**src/rtl/wut_pkg.sv**
```systemverilog
// Package of offsets, field layouts and reset values for the wake-up timer interrupt block.
package wut_pkg;

    // Byte addresses of the documented registers.
    localparam logic [31:0] WUT_FIELD_D_LOW_ADDR = 32'h4000_2520;
    localparam logic [31:0] WUT_FIELD_D_HIGH_ADDR = 32'h4000_2524;
    localparam logic [31:0] WUT_INT_ENABLE_ADDR = 32'h4000_2528;
    localparam logic [31:0] WUT_STATUS_ADDR = 32'h4000_252c;
    localparam logic [31:0] WUT_INT_CLEAR_ADDR = 32'h4000_2530;
    localparam logic [31:0] WUT_FIELD_A_LOW_ADDR = 32'h4000_253c;
    localparam logic [31:0] WUT_FIELD_A_HIGH_ADDR = 32'h4000_2540;

    // Control and count registers placed in free space of the map.
    localparam logic [31:0] WUT_CONTROL_ADDR = 32'h4000_2544;
    localparam logic [31:0] WUT_COUNT_LOW_ADDR = 32'h4000_2548;
    localparam logic [31:0] WUT_COUNT_HIGH_ADDR = 32'h4000_254c;

    // Reset values of the compare halves.
    localparam logic [15:0] WUT_FIELD_D_LOW_RST = 16'h3fff;
    localparam logic [15:0] WUT_FIELD_D_HIGH_RST = 16'h0000;
    localparam logic [15:0] WUT_FIELD_A_LOW_RST = 16'h1900;
    localparam logic [15:0] WUT_FIELD_A_HIGH_RST = 16'h0000;

    // Interrupt source bit positions shared by enable, status and clear.
    localparam int WUT_BIT_MATCH_A = 0;
    localparam int WUT_BIT_MATCH_B = 1;
    localparam int WUT_BIT_MATCH_C = 2;
    localparam int WUT_BIT_MATCH_D = 3;
    localparam int WUT_BIT_ROLL = 4;
    localparam int WUT_NUM_SRC = 5;

    // Status-only bit positions.
    localparam int WUT_BIT_IRQ_PENDING = 6;
    localparam int WUT_BIT_FROZEN = 7;
    localparam int WUT_BIT_EN_PENDING = 8;

    // Control register layout and reset value.
    localparam int WUT_CTL_ENABLE = 0;
    localparam int WUT_CTL_FREE_RUN = 1;
    localparam int WUT_CTL_FREEZE = 2;
    localparam logic [2:0] WUT_CTL_RST = 3'h2;

    // Count value at which a free-running counter wraps.
    localparam logic [31:0] WUT_COUNT_MAX = 32'hffff_ffff;

endpackage : wut_pkg

```
**src/rtl/wut_counter.sv**
```systemverilog
// Wake-up count and compare engine advanced by the slow-domain tick.
`timescale 1ns/1ps
module wut_counter
    import wut_pkg::*;
(
    input wire logic sys_clk, // System clock.
    input wire logic rst, // Asynchronous reset, active high.
    input wire logic slow_tick, // One-cycle pulse per slow-domain edge.
    input wire logic enable, // Counter enable as seen in the slow domain.
    input wire logic free_run, // High for free running, low for periodic.
    input wire logic [31:0] field_a, // Compare field A.
    input wire logic [31:0] field_d, // Compare field D, periodic limit.
    output logic [31:0] count_q, // Current count value.
    output logic hit_a_q, // Pulse when the count reaches field A.
    output logic hit_d_q, // Pulse when the count reaches field D.
    output logic roll_q // Pulse when a free-running count wraps.
);

    ////////////////////////////////////////////////////////////////////////////////
    // Counting.

    logic step; // The count moves on this cycle.

    assign step = slow_tick && enable;

    // Periodic mode restarts after reaching field D; free running wraps naturally.
    always_ff @(posedge sys_clk or posedge rst) begin
        if (rst) begin
            count_q <= 32'h0000_0000;
        end else if (step) begin
            if (!free_run && (count_q == field_d)) begin
                count_q <= 32'h0000_0000;
            end else begin
                count_q <= count_q + 32'h0000_0001;
            end
        end
    end

    ////////////////////////////////////////////////////////////////////////////////
    // Compare and rollover events.

    // Each event is a registered one-cycle pulse so the flag logic sees clean edges.
    always_ff @(posedge sys_clk or posedge rst) begin
        if (rst) begin
            hit_a_q <= 1'b0;
            hit_d_q <= 1'b0;
            roll_q <= 1'b0;
        end else begin
            hit_a_q <= step && (count_q == field_a);
            hit_d_q <= step && (count_q == field_d);
            roll_q <= step && free_run && (count_q == WUT_COUNT_MAX);
        end
    end

    ////////////////////////////////////////////////////////////////////////////////
    // Checks.

    chk_periodic_wrap: assert property (@(posedge sys_clk) disable iff (rst)
        (step && !free_run && count_q == field_d) |=> (count_q == 32'h0000_0000 && hit_d_q))
        else $error("Periodic count did not restart at field D.");

    chk_roll_free_running_mode: assert property (@(posedge sys_clk) disable iff (rst)
        roll_q |-> ($past(free_run) && $past(count_q) == WUT_COUNT_MAX && count_q == 32'h0))
        else $error("Rollover pulse outside a free-running wrap.");

endmodule : wut_counter

```
**src/rtl/wut_irq_top.sv**
```systemverilog
// Wake-up timer compare, status, clear and interrupt logic with its register port.
//
// The plain strobed port was chosen for this implementation.
`timescale 1ns/1ps
module wut_irq_top
    import wut_pkg::*;
(
    input wire logic sys_clk, // System clock, 25 MHz.
    input wire logic rst, // Asynchronous reset, active high.
    input wire logic slow_tick, // One-cycle pulse per 32 kHz domain edge.
    input wire logic match_b, // Field B comparison hit pulse.
    input wire logic match_c, // Field C comparison hit pulse.
    input wire logic [31:0] addr, // Register byte address.
    input wire logic [31:0] wr_data, // Register write data.
    input wire logic wr_en, // Write strobe, one cycle.
    input wire logic rd_en, // Read strobe, one cycle.
    output logic [31:0] rd_data_q, // Read data, valid the cycle after rd_en.
    output logic irq_q // Level interrupt output.
);

    ////////////////////////////////////////////////////////////////////////////////
    // Declarations.

    logic [15:0] fd_low_q; // Field D low half.
    logic [15:0] fd_high_q; // Field D high half.
    logic [15:0] fa_low_q; // Field A low half.
    logic [15:0] fa_high_q; // Field A high half.
    logic [WUT_NUM_SRC-1:0] ien_q; // Interrupt enables.
    logic [WUT_NUM_SRC-1:0] flag_q; // Sticky flags held in the slow domain.
    logic [WUT_NUM_SRC-1:0] clr_q; // Clear requests waiting for a slow edge.
    logic [2:0] ctl_q; // Control: enable, free running, freeze.
    logic en_slow_q; // Enable as taken by the slow domain.
    logic en_pend_q; // Enable change not yet synchronised.
    logic [15:0] hold_q; // Frozen copy of the high count half.
    logic frozen_q; // High half is held.
    logic [31:0] count; // Live count.
    logic hit_a; // Field A hit pulse.
    logic hit_d; // Field D hit pulse.
    logic roll; // Rollover pulse.
    logic [WUT_NUM_SRC-1:0] hits; // All event pulses by bit position.
    logic [WUT_NUM_SRC-1:0] clr_wr; // Clear bits written this cycle.
    logic [15:0] status; // Assembled status word.

    // True when a strobe addresses the given register.
    function automatic logic sel(input logic [31:0] a, input logic [31:0] reg_addr);
        sel = (a == reg_addr);
    endfunction : sel

    // Zero-extends a 16-bit register into the read word.
    function automatic logic [31:0] ext16(input logic [15:0] v);
        ext16 = {16'h0000, v};
    endfunction : ext16

    ////////////////////////////////////////////////////////////////////////////////
    // Count engine.

    wut_counter i_wut_counter (
        .sys_clk(sys_clk),
        .rst(rst),
        .slow_tick(slow_tick),
        .enable(en_slow_q),
        .free_run(ctl_q[WUT_CTL_FREE_RUN]),
        .field_a({fa_high_q, fa_low_q}),
        .field_d({fd_high_q, fd_low_q}),
        .count_q(count),
        .hit_a_q(hit_a),
        .hit_d_q(hit_d),
        .roll_q(roll)
    );

    assign hits = {roll, hit_d, match_c, match_b, hit_a};
    assign clr_wr = (wr_en && sel(addr, WUT_INT_CLEAR_ADDR)) ? wr_data[WUT_NUM_SRC-1:0] : '0;

    ////////////////////////////////////////////////////////////////////////////////
    // Compare fields.

    // Both fields are written as independent 16-bit halves.
    always_ff @(posedge sys_clk or posedge rst) begin
        if (rst) begin
            fd_low_q <= WUT_FIELD_D_LOW_RST;
            fd_high_q <= WUT_FIELD_D_HIGH_RST;
            fa_low_q <= WUT_FIELD_A_LOW_RST;
            fa_high_q <= WUT_FIELD_A_HIGH_RST;
        end else if (wr_en) begin
            if (sel(addr, WUT_FIELD_D_LOW_ADDR)) begin
                fd_low_q <= wr_data[15:0];
            end
            if (sel(addr, WUT_FIELD_D_HIGH_ADDR)) begin
                fd_high_q <= wr_data[15:0];
            end
            if (sel(addr, WUT_FIELD_A_LOW_ADDR)) begin
                fa_low_q <= wr_data[15:0];
            end
            if (sel(addr, WUT_FIELD_A_HIGH_ADDR)) begin
                fa_high_q <= wr_data[15:0];
            end
        end
    end

    ////////////////////////////////////////////////////////////////////////////////
    // Interrupt enables.

    // Bits 0 to 3 gate the compare flags, bit 4 the rollover flag.
    always_ff @(posedge sys_clk or posedge rst) begin
        if (rst) begin
            ien_q <= '0;
        end else if (wr_en && sel(addr, WUT_INT_ENABLE_ADDR)) begin
            ien_q <= wr_data[WUT_NUM_SRC-1:0];
        end
    end

    ////////////////////////////////////////////////////////////////////////////////
    // Clear requests.

    // A request waits for the next slow edge, then drops by itself.
    // A bit written in the very cycle of that edge survives to the next one.
    always_ff @(posedge sys_clk or posedge rst) begin
        if (rst) begin
            clr_q <= '0;
        end else if (slow_tick) begin
            clr_q <= clr_wr;
        end else begin
            clr_q <= clr_q | clr_wr;
        end
    end

    ////////////////////////////////////////////////////////////////////////////////
    // Sticky flags.

    // Flags only drop on a slow edge carrying a clear; a hit in that cycle wins.
    always_ff @(posedge sys_clk or posedge rst) begin
        if (rst) begin
            flag_q <= '0;
        end else if (slow_tick) begin
            flag_q <= (flag_q & ~clr_q) | hits;
        end else begin
            flag_q <= flag_q | hits;
        end
    end

    ////////////////////////////////////////////////////////////////////////////////
    // Control and enable synchronisation.

    // The enable reaches the counter only at a slow edge, so software sees a
    // pending bit until then; the limitation is one slow period of latency.
    always_ff @(posedge sys_clk or posedge rst) begin
        if (rst) begin
            ctl_q <= WUT_CTL_RST;
        end else if (wr_en && sel(addr, WUT_CONTROL_ADDR)) begin
            ctl_q <= wr_data[2:0];
        end
    end

    // Slow copy of the enable and its pending flag; a new change wins over the edge.
    always_ff @(posedge sys_clk or posedge rst) begin
        if (rst) begin
            en_slow_q <= 1'b0;
            en_pend_q <= 1'b0;
        end else begin
            if (slow_tick) begin
                en_slow_q <= ctl_q[WUT_CTL_ENABLE];
            end
            if (wr_en && sel(addr, WUT_CONTROL_ADDR)
                && (wr_data[WUT_CTL_ENABLE] != ctl_q[WUT_CTL_ENABLE])) begin
                en_pend_q <= 1'b1;
            end else if (slow_tick) begin
                en_pend_q <= 1'b0;
            end
        end
    end

    ////////////////////////////////////////////////////////////////////////////////
    // Freeze of the high count half.

    // Reading the low half with freeze on captures the high half for an atomic pair.
    always_ff @(posedge sys_clk or posedge rst) begin
        if (rst) begin
            hold_q <= 16'h0000;
            frozen_q <= 1'b0;
        end else if (rd_en && sel(addr, WUT_COUNT_LOW_ADDR) && ctl_q[WUT_CTL_FREEZE]) begin
            hold_q <= count[31:16];
            frozen_q <= 1'b1;
        end else if (rd_en && sel(addr, WUT_COUNT_HIGH_ADDR)) begin
            frozen_q <= 1'b0;
        end
    end

    ////////////////////////////////////////////////////////////////////////////////
    // Read path.

    // Status assembly; bit 6 tells software whether power-down is safe yet.
    always_comb begin
        status = 16'h0000;
        status[WUT_NUM_SRC-1:0] = flag_q;
        status[WUT_BIT_IRQ_PENDING] = |flag_q;
        status[WUT_BIT_FROZEN] = frozen_q;
        status[WUT_BIT_EN_PENDING] = en_pend_q;
    end

    // Data stand only in the cycle after the strobe; unmapped addresses read zero.
    always_ff @(posedge sys_clk or posedge rst) begin
        if (rst) begin
            rd_data_q <= 32'h0000_0000;
        end else if (!rd_en) begin
            rd_data_q <= 32'h0000_0000;
        end else begin
            case (addr)
                WUT_FIELD_D_LOW_ADDR: rd_data_q <= ext16(fd_low_q);
                WUT_FIELD_D_HIGH_ADDR: rd_data_q <= ext16(fd_high_q);
                WUT_FIELD_A_LOW_ADDR: rd_data_q <= ext16(fa_low_q);
                WUT_FIELD_A_HIGH_ADDR: rd_data_q <= ext16(fa_high_q);
                WUT_INT_ENABLE_ADDR: rd_data_q <= {27'h0, ien_q};
                WUT_STATUS_ADDR: rd_data_q <= ext16(status);
                WUT_INT_CLEAR_ADDR: rd_data_q <= {27'h0, clr_q};
                WUT_CONTROL_ADDR: rd_data_q <= {29'h0, ctl_q};
                WUT_COUNT_LOW_ADDR: rd_data_q <= ext16(count[15:0]);
                WUT_COUNT_HIGH_ADDR: rd_data_q <= ext16(frozen_q ? hold_q : count[31:16]);
                default: rd_data_q <= 32'h0000_0000;
            endcase
        end
    end

    ////////////////////////////////////////////////////////////////////////////////
    // Interrupt output.

    // Registered so the pin is glitch free.
    always_ff @(posedge sys_clk or posedge rst) begin
        if (rst) begin
            irq_q <= 1'b0;
        end else begin
            irq_q <= |(flag_q & ien_q);
        end
    end

    ////////////////////////////////////////////////////////////////////////////////
    // Checks.

    chk_flag_set_hit: assert property (@(posedge sys_clk) disable iff (rst)
        (hits != '0) |=> ((flag_q & $past(hits)) == $past(hits)))
        else $error("Event did not set its flag.");

    chk_flag_clear_edge: assert property (@(posedge sys_clk) disable iff (rst)
        (slow_tick && clr_q[WUT_BIT_MATCH_A] && !hits[WUT_BIT_MATCH_A])
        |=> !flag_q[WUT_BIT_MATCH_A])
        else $error("Cleared flag stayed set.");

    chk_clear_selfclr: assert property (@(posedge sys_clk) disable iff (rst)
        (slow_tick && clr_wr == '0) |=> (clr_q == '0))
        else $error("Clear request did not self-clear.");

    chk_irq_output: assert property (@(posedge sys_clk) disable iff (rst)
        ##1 (irq_q == |($past(flag_q) & $past(ien_q))))
        else $error("Interrupt output mismatches enabled flags.");

    chk_pending_status: assert property (@(posedge sys_clk) disable iff (rst)
        (rd_en && addr == WUT_STATUS_ADDR)
        |=> (rd_data_q[WUT_BIT_IRQ_PENDING] == ($past(flag_q) != '0)))
        else $error("Pending bit disagrees with flags.");

    chk_enable_pending: assert property (@(posedge sys_clk) disable iff (rst)
        (wr_en && addr == WUT_CONTROL_ADDR && wr_data[0] != ctl_q[0])
        |=> en_pend_q)
        else $error("Enable change did not raise pending.");

    // A slow edge with no competing control write must retire the pending change.
    chk_enable_release: assert property (@(posedge sys_clk) disable iff (rst)
        (slow_tick && !(wr_en && addr == WUT_CONTROL_ADDR))
        |=> (!en_pend_q && en_slow_q == $past(ctl_q[WUT_CTL_ENABLE])))
        else $error("Enable change not taken at the slow edge.");

    chk_status_frozen: assert property (@(posedge sys_clk) disable iff (rst)
        (rd_en && addr == WUT_STATUS_ADDR)
        |=> (rd_data_q[WUT_BIT_FROZEN] == $past(frozen_q)
            && rd_data_q[WUT_BIT_EN_PENDING] == $past(en_pend_q)))
        else $error("Status frozen or pending bit disagrees with state.");

    // A clear written away from a slow edge must be captured in the requests on the next cycle.
    chk_clear_capture: assert property (@(posedge sys_clk) disable iff (rst)
        (wr_en && addr == WUT_INT_CLEAR_ADDR && !slow_tick)
        |=> ((clr_q & $past(wr_data[WUT_NUM_SRC-1:0])) == $past(wr_data[WUT_NUM_SRC-1:0])))
        else $error("Clear request was not held.");

    chk_freeze_latch: assert property (@(posedge sys_clk) disable iff (rst)
        (rd_en && addr == WUT_COUNT_LOW_ADDR && ctl_q[WUT_CTL_FREEZE])
        |=> (frozen_q && hold_q == $past(count[31:16])))
        else $error("High half not latched on low read.");

    chk_unfreeze_read: assert property (@(posedge sys_clk) disable iff (rst)
        (rd_en && addr == WUT_COUNT_HIGH_ADDR && frozen_q)
        |=> (!frozen_q && rd_data_q[15:0] == $past(hold_q)))
        else $error("High read did not return and release the frozen value.");

endmodule : wut_irq_top

```
**config.mk**
```make
export PLATFORM = sky130hd
export DESIGN_NAME = wut_irq_top
export DESIGN_NICKNAME = d
export VERILOG_FILES = /design/src/rtl/wut_pkg.sv /design/src/rtl/wut_counter.sv /design/src/rtl/wut_irq_top.sv
export SDC_FILE = /design/constraint.sdc
export NUM_CORES = 1
export LEC_CHECK = 0
export BUFFER_PORTS_ARGS = -buffer_cell sky130_fd_sc_hd__buf_2
export CORE_ASPECT_RATIO = 1.5
export CORE_MARGIN = 2
export CORE_UTILIZATION = 53
export CTS_CLUSTER_SIZE = 14
export DETAILED_ROUTE_END_ITERATION = 12
export PLACE_DENSITY_LB_ADDON = 0.25
export SYNTH_ARGS = -nofsm -noshare
export SYNTH_HDL_FRONTEND = slang
export SYNTH_SLANG_ARGS = --single-unit
export TNS_END_PERCENT = 20
```
**constraint.sdc**
```tcl
create_clock -name sys_clk -period 4.6 [get_ports sys_clk]
set_input_delay 0.23 -clock sys_clk [delete_from_list [all_inputs] [get_ports sys_clk]]
set_output_delay 0.23 -clock sys_clk [all_outputs]
set_load 0.01 [all_outputs]
```
==> impl_results.rst <==
.. list-table::
   :header-rows: 1

   * - Metric
     - Value
   * - Outcome
     - complete, no violations
   * - Largest buffer count on any clock path
     - 2
   * - Drt wl/cell
     - 23.3 µm
   * - CTS Hold Bufs
     - 2
   * - Quantity of gates resized following cts
     - 0
   * - Net switching power
     - 611 µW
   * - CTS buffer count
     - 17
   * - Number of global-route vias before repair
     - 6394
   * - Power density normalized to cell area
     - 307 nW/µm²
   * - Number of enable flip-flop cells after synthesis
     - 0
   * - Final WL
     - 23.3 mm
   * - Final worst clock skew
     - 0.0124 ns
   * - Router iterations before antenna repair
     - 6
   * - Count of buffers added by post-CTS timing repair for setup
     - 0
   * - Antenna Violating Nets Remaining
     - 0
   * - Leading register cell type out of synthesis
     - sky130_fd_sc_hd__dfrtp_1
   * - Count of state elements after synthesis
     - 153
   * - Worst Path Arrival
     - 3.43 ns
   * - Die boundary width
     - 107 µm
   * - Clock insertion delay at the later pin of the skew report
     - 0.44 ns
   * - Combinational Power Share
     - 3.3%
   * - Storage element area
     - 3850 µm²
   * - Area of the core
     - 15600 µm²
   * - Final non-filler cell total
     - 1000
   * - TritonCTS clock tree
     - yes
   * - Number of placed cells counting well taps
     - 966
   * - Filler cell count in the final layout
     - 1268
   * - Iter 0 DRT Violations
     - 505
   * - Worst Max-Slew Pin Slew
     - 1.28 ns
   * - Sequential-to-total area share from yosys stat
     - 45.6%
   * - Synthesized area per cell
     - 11.5 µm²
   * - Final std cell area, no fill
     - 9420 µm²
   * - Die height
     - 159 µm
   * - Standard cell area after detailed placement
     - 8790 µm²
   * - Clock network fraction of design power
     - 50.2%
   * - Diode count
     - 0
   * - Sequential fraction of design power
     - 46.5%
   * - Final Max Tran Viols
     - 0
   * - Critical path fanouts, max
     - 29
   * - Multi-input gate area in the final layout
     - 4170 µm²
   * - Net count reported at finish
     - 856
   * - Netlist Area Pre-Place
     - 8440 µm²
   * - Final cell utilization of the core
     - 60.3%
   * - Worst Setup Path Type
     - reg2reg
   * - Clock root buffer
     - sky130_fd_sc_hd__clkbuf_16
   * - Unrepaired setup endpoints after global routing
     - no
   * - GRT overflow
     - 0
   * - Setup violations, final
     - 0
   * - Final count of hold timing violations
     - 0
   * - H-tree depth reported by CTS
     - 4
   * - Global-route wire length before repair
     - 36.2 mm
   * - Sink count of the clock tree
     - 153
   * - Switching Fraction
     - 21.1%
   * - Type of element launching the critical path
     - flip-flop
   * - Share of synthesized registers carrying an async set or reset
     - 100%
   * - Pin count of the biggest net entering global routing
     - 116
   * - Number of vias after detailed routing
     - 6258
   * - Yosys warning total
     - 0
   * - Total Neg Setup Slack
     - 0 ns
   * - Cell internal pwr
     - 2.28 mW
   * - Gp weighted congestion
     - 0.952
   * - Crit end category
     - flip-flop
   * - Maximum operating frequency
     - 316 MHz
   * - Total DRC errors in the routed layout
     - 0
   * - Number of library cell types mapped by synthesis
     - 60
   * - Max transition margin
     - 14.6%
   * - Row Count
     - 56
   * - Leakage Power
     - 4.29 nW
   * - Via/cell ratio
     - 6.26
   * - Maximum VDD drop
     - 0.000245 V
   * - Global routing usage summed across all routing layers
     - 28.7%
   * - Total Die Area
     - 17000 µm²
   * - HPWL after detailed placement
     - 16.2 mm
   * - Share of final-layout standard cells stronger than drive strength 1
     - 30.7%
   * - Min Tclk post-route
     - 3.17 ns
   * - Clock input transition at the sequential cells of the worst setup and hold paths
     - 0.06 ns
   * - Critical path data required time
     - 4.86 ns
   * - Fraction of the cycle the final worst path needs
     - 68.8%
   * - Port Buffers
     - 71
   * - Effective utilization at floorplan
     - 54.0%
   * - Area Growth Syn to Fin
     - 11.6%
   * - Cells after synthesis
     - 737
   * - Ports
     - 104
   * - Path category of the worst min-delay check
     - in2async
   * - Power Total
     - 2.90 mW
   * - Number of maximum-capacitance violations
     - 0
   * - Number of antenna violations at the first check in global routing
     - 0
==> worst paths after layout <==
kind | from | to | slack, ns | cells after the start
min reg2reg | i_wut_counter.roll_q$_DFF_PP0_ | flag_q[4]$_DFF_PP0_ | 0.42 | 1
max | i_wut_counter.count_q[1]$_DFFE_PP0P_ | i_wut_counter.count_q[22]$_DFFE_PP0P_ | 1.43 | 5
max reg2reg | i_wut_counter.count_q[1]$_DFFE_PP0P_ | i_wut_counter.count_q[22]$_DFFE_PP0P_ | 1.43 | 5
min | rst | fa_high_q[9]$_DFFE_PP0P_ | 0.004 | 2
min in group sys_clk | wr_data[7] | fd_low_q[7]$_DFFE_PP1P_ | 0.07 | 2
max in group asynchronous | rst | ctl_q[1]$_DFFE_PP1P_ | 3.47 | 3
==> per-stage QoR <==
stage | worst slack [ns] | hold slack [ns]
6_report | 1.43 | 0.00427
3_3_place_gp | 1.52 | 0.413
3_5_place_dp | 1.47 | 0.410
5_1_grt | 1.24 | 0.0654
2_1_floorplan | 0.278 | 0.322
4_1_cts | 1.47 | 0.0657
==> cell families after synthesis <==
family	count (synthesis)	share of synthesized area, %
buffers and inverters	91	5.79
AND/OR/NAND/NOR	199	14.8
multiplexers	102	15.3
other	1	0.0444
AO/OA/AOI/OAI	97	8.65
XOR/XNOR	93	9.65
adder cells (fa/ha/maj)	1	0.148
flip-flops	153	45.6
==> state kept, by name, summed over array words and instances (netlist names), 3 cells and up <==
name / flops
clr_q: 5
fa_high_q: 16
ien_q: 5
flag_q: 5
fa_low_q: 16
ctl_q: 3
fd_low_q: 16
hold_q: 16
fd_high_q: 16
rd_data_q: 16
i_wut_counter.count_q: 32
==> synth_stat cells, types with 4 or more instances <==
library cell | instances | area [µm²]
sky130_fd_sc_hd__nor3_1 | 25 | 125
sky130_fd_sc_hd__a31oi_1 | 15 | 93.8
sky130_fd_sc_hd__a21oi_1 | 4 | 20.0
sky130_fd_sc_hd__mux2_4 | 39 | 586
sky130_fd_sc_hd__buf_2 | 24 | 120
sky130_fd_sc_hd__nor2_1 | 39 | 146
sky130_fd_sc_hd__a2111oi_0 | 7 | 61.3
sky130_fd_sc_hd__o21ai_0 | 4 | 20.0
sky130_fd_sc_hd__a22oi_1 | 41 | 308
sky130_fd_sc_hd__nand2_1 | 27 | 101
sky130_fd_sc_hd__nand3_1 | 9 | 45.0
sky130_fd_sc_hd__buf_4 | 17 | 128
sky130_fd_sc_hd__nor4_1 | 17 | 106
sky130_fd_sc_hd__nand4_1 | 30 | 188
sky130_fd_sc_hd__and4_1 | 6 | 52.6
sky130_fd_sc_hd__a22o_1 | 8 | 70.1
sky130_fd_sc_hd__mux2_2 | 59 | 664
sky130_fd_sc_hd__clkbuf_1 | 20 | 75.1
sky130_fd_sc_hd__dfstp_2 | 18 | 473
sky130_fd_sc_hd__dfrtp_1 | 135 | 3380
sky130_fd_sc_hd__xor2_1 | 27 | 236
sky130_fd_sc_hd__a21o_1 | 8 | 60.1
sky130_fd_sc_hd__inv_1 | 21 | 78.8
sky130_fd_sc_hd__buf_6 | 5 | 56.3
sky130_fd_sc_hd__mux2i_1 | 4 | 40.0
sky130_fd_sc_hd__and3_1 | 6 | 37.5
sky130_fd_sc_hd__nor4bb_1 | 5 | 50.1
sky130_fd_sc_hd__xnor2_1 | 66 | 578
==> placed cells by master, fill, tap and decap left out, types with 5 or more instances in the layout <==
| cell type | synthesis | layout |
|---|---|---|
| sky130_fd_sc_hd__conb_1 | 1 | 16 |
| sky130_fd_sc_hd__a22oi_1 | 41 | 41 |
| sky130_fd_sc_hd__xor2_1 | 27 | 27 |
| sky130_fd_sc_hd__and4_1 | 6 | 6 |
| sky130_fd_sc_hd__inv_1 | 21 | 20 |
| sky130_fd_sc_hd__buf_2 | 24 | 71 |
| sky130_fd_sc_hd__nor2_1 | 39 | 39 |
| sky130_fd_sc_hd__a22o_1 | 8 | 8 |
| sky130_fd_sc_hd__dfrtp_1 | 135 | 135 |
| sky130_fd_sc_hd__a31oi_1 | 15 | 15 |
| sky130_fd_sc_hd__xnor2_1 | 66 | 66 |
| sky130_fd_sc_hd__mux2_4 | 39 | 39 |
| sky130_fd_sc_hd__clkbuf_16 | 0 | 17 |
| sky130_fd_sc_hd__nand4_1 | 30 | 30 |
| sky130_fd_sc_hd__nand2_1 | 27 | 27 |
| sky130_fd_sc_hd__dfstp_2 | 18 | 18 |
| sky130_fd_sc_hd__buf_4 | 17 | 10 |
| sky130_fd_sc_hd__a2111oi_0 | 7 | 7 |
| sky130_fd_sc_hd__and3_1 | 6 | 6 |
| sky130_fd_sc_hd__nor3_1 | 25 | 25 |
| sky130_fd_sc_hd__nor4bb_1 | 5 | 5 |
| sky130_fd_sc_hd__nand3_1 | 9 | 9 |
| sky130_fd_sc_hd__a21o_1 | 8 | 8 |
| sky130_fd_sc_hd__mux2_2 | 59 | 59 |
| sky130_fd_sc_hd__nor4_1 | 17 | 17 |
==> area by class of cell <==
class	count	share of cell area (%)
Clock inverter	7	1.23
Inverter	21	0.890
Sequential cell	153	40.9
Tap cell	203	2.70
Multi-Input combinational cell	508	44.3
Clock buffer	25	5.26
Timing Repair Buffer	83	4.78
==> worst max-delay path: stages, from the launching register on <==
cell                      delay (ns)
sky130_fd_sc_hd__dfrtp_1        0.47
sky130_fd_sc_hd__xnor2_1        0.28
sky130_fd_sc_hd__nand4_1        0.20
sky130_fd_sc_hd__nor4_1         0.79
sky130_fd_sc_hd__and4b_1        1.11
sky130_fd_sc_hd__nor2_1         0.15
==> per-layer routing <==
layer	part of all wire, %	track usage, %
met3	6.0	5.12
met5	0	0
met2	51	49.2
met1	38	33.9
met4	4.7	15.8
==> power by group through the flow <==
| stage | registers (mW) | clock network, mW | logic, mW |
|---|---|---|---|
| 6_report | 1.35 | 1.45 | 0.0949 |
| 5_1_grt | 1.35 | 1.52 | 0.106 |
| 4_1_cts | 1.35 | 1.46 | 0.0963 |
| 3_5_place_dp | 1.37 | 0 | 0.0948 |
| 3_3_place_gp | 1.37 | 0 | 0.0921 |
| 2_1_floorplan | 1.37 | 0 | 0.0538 |
(Power assumes the default switching activity.)
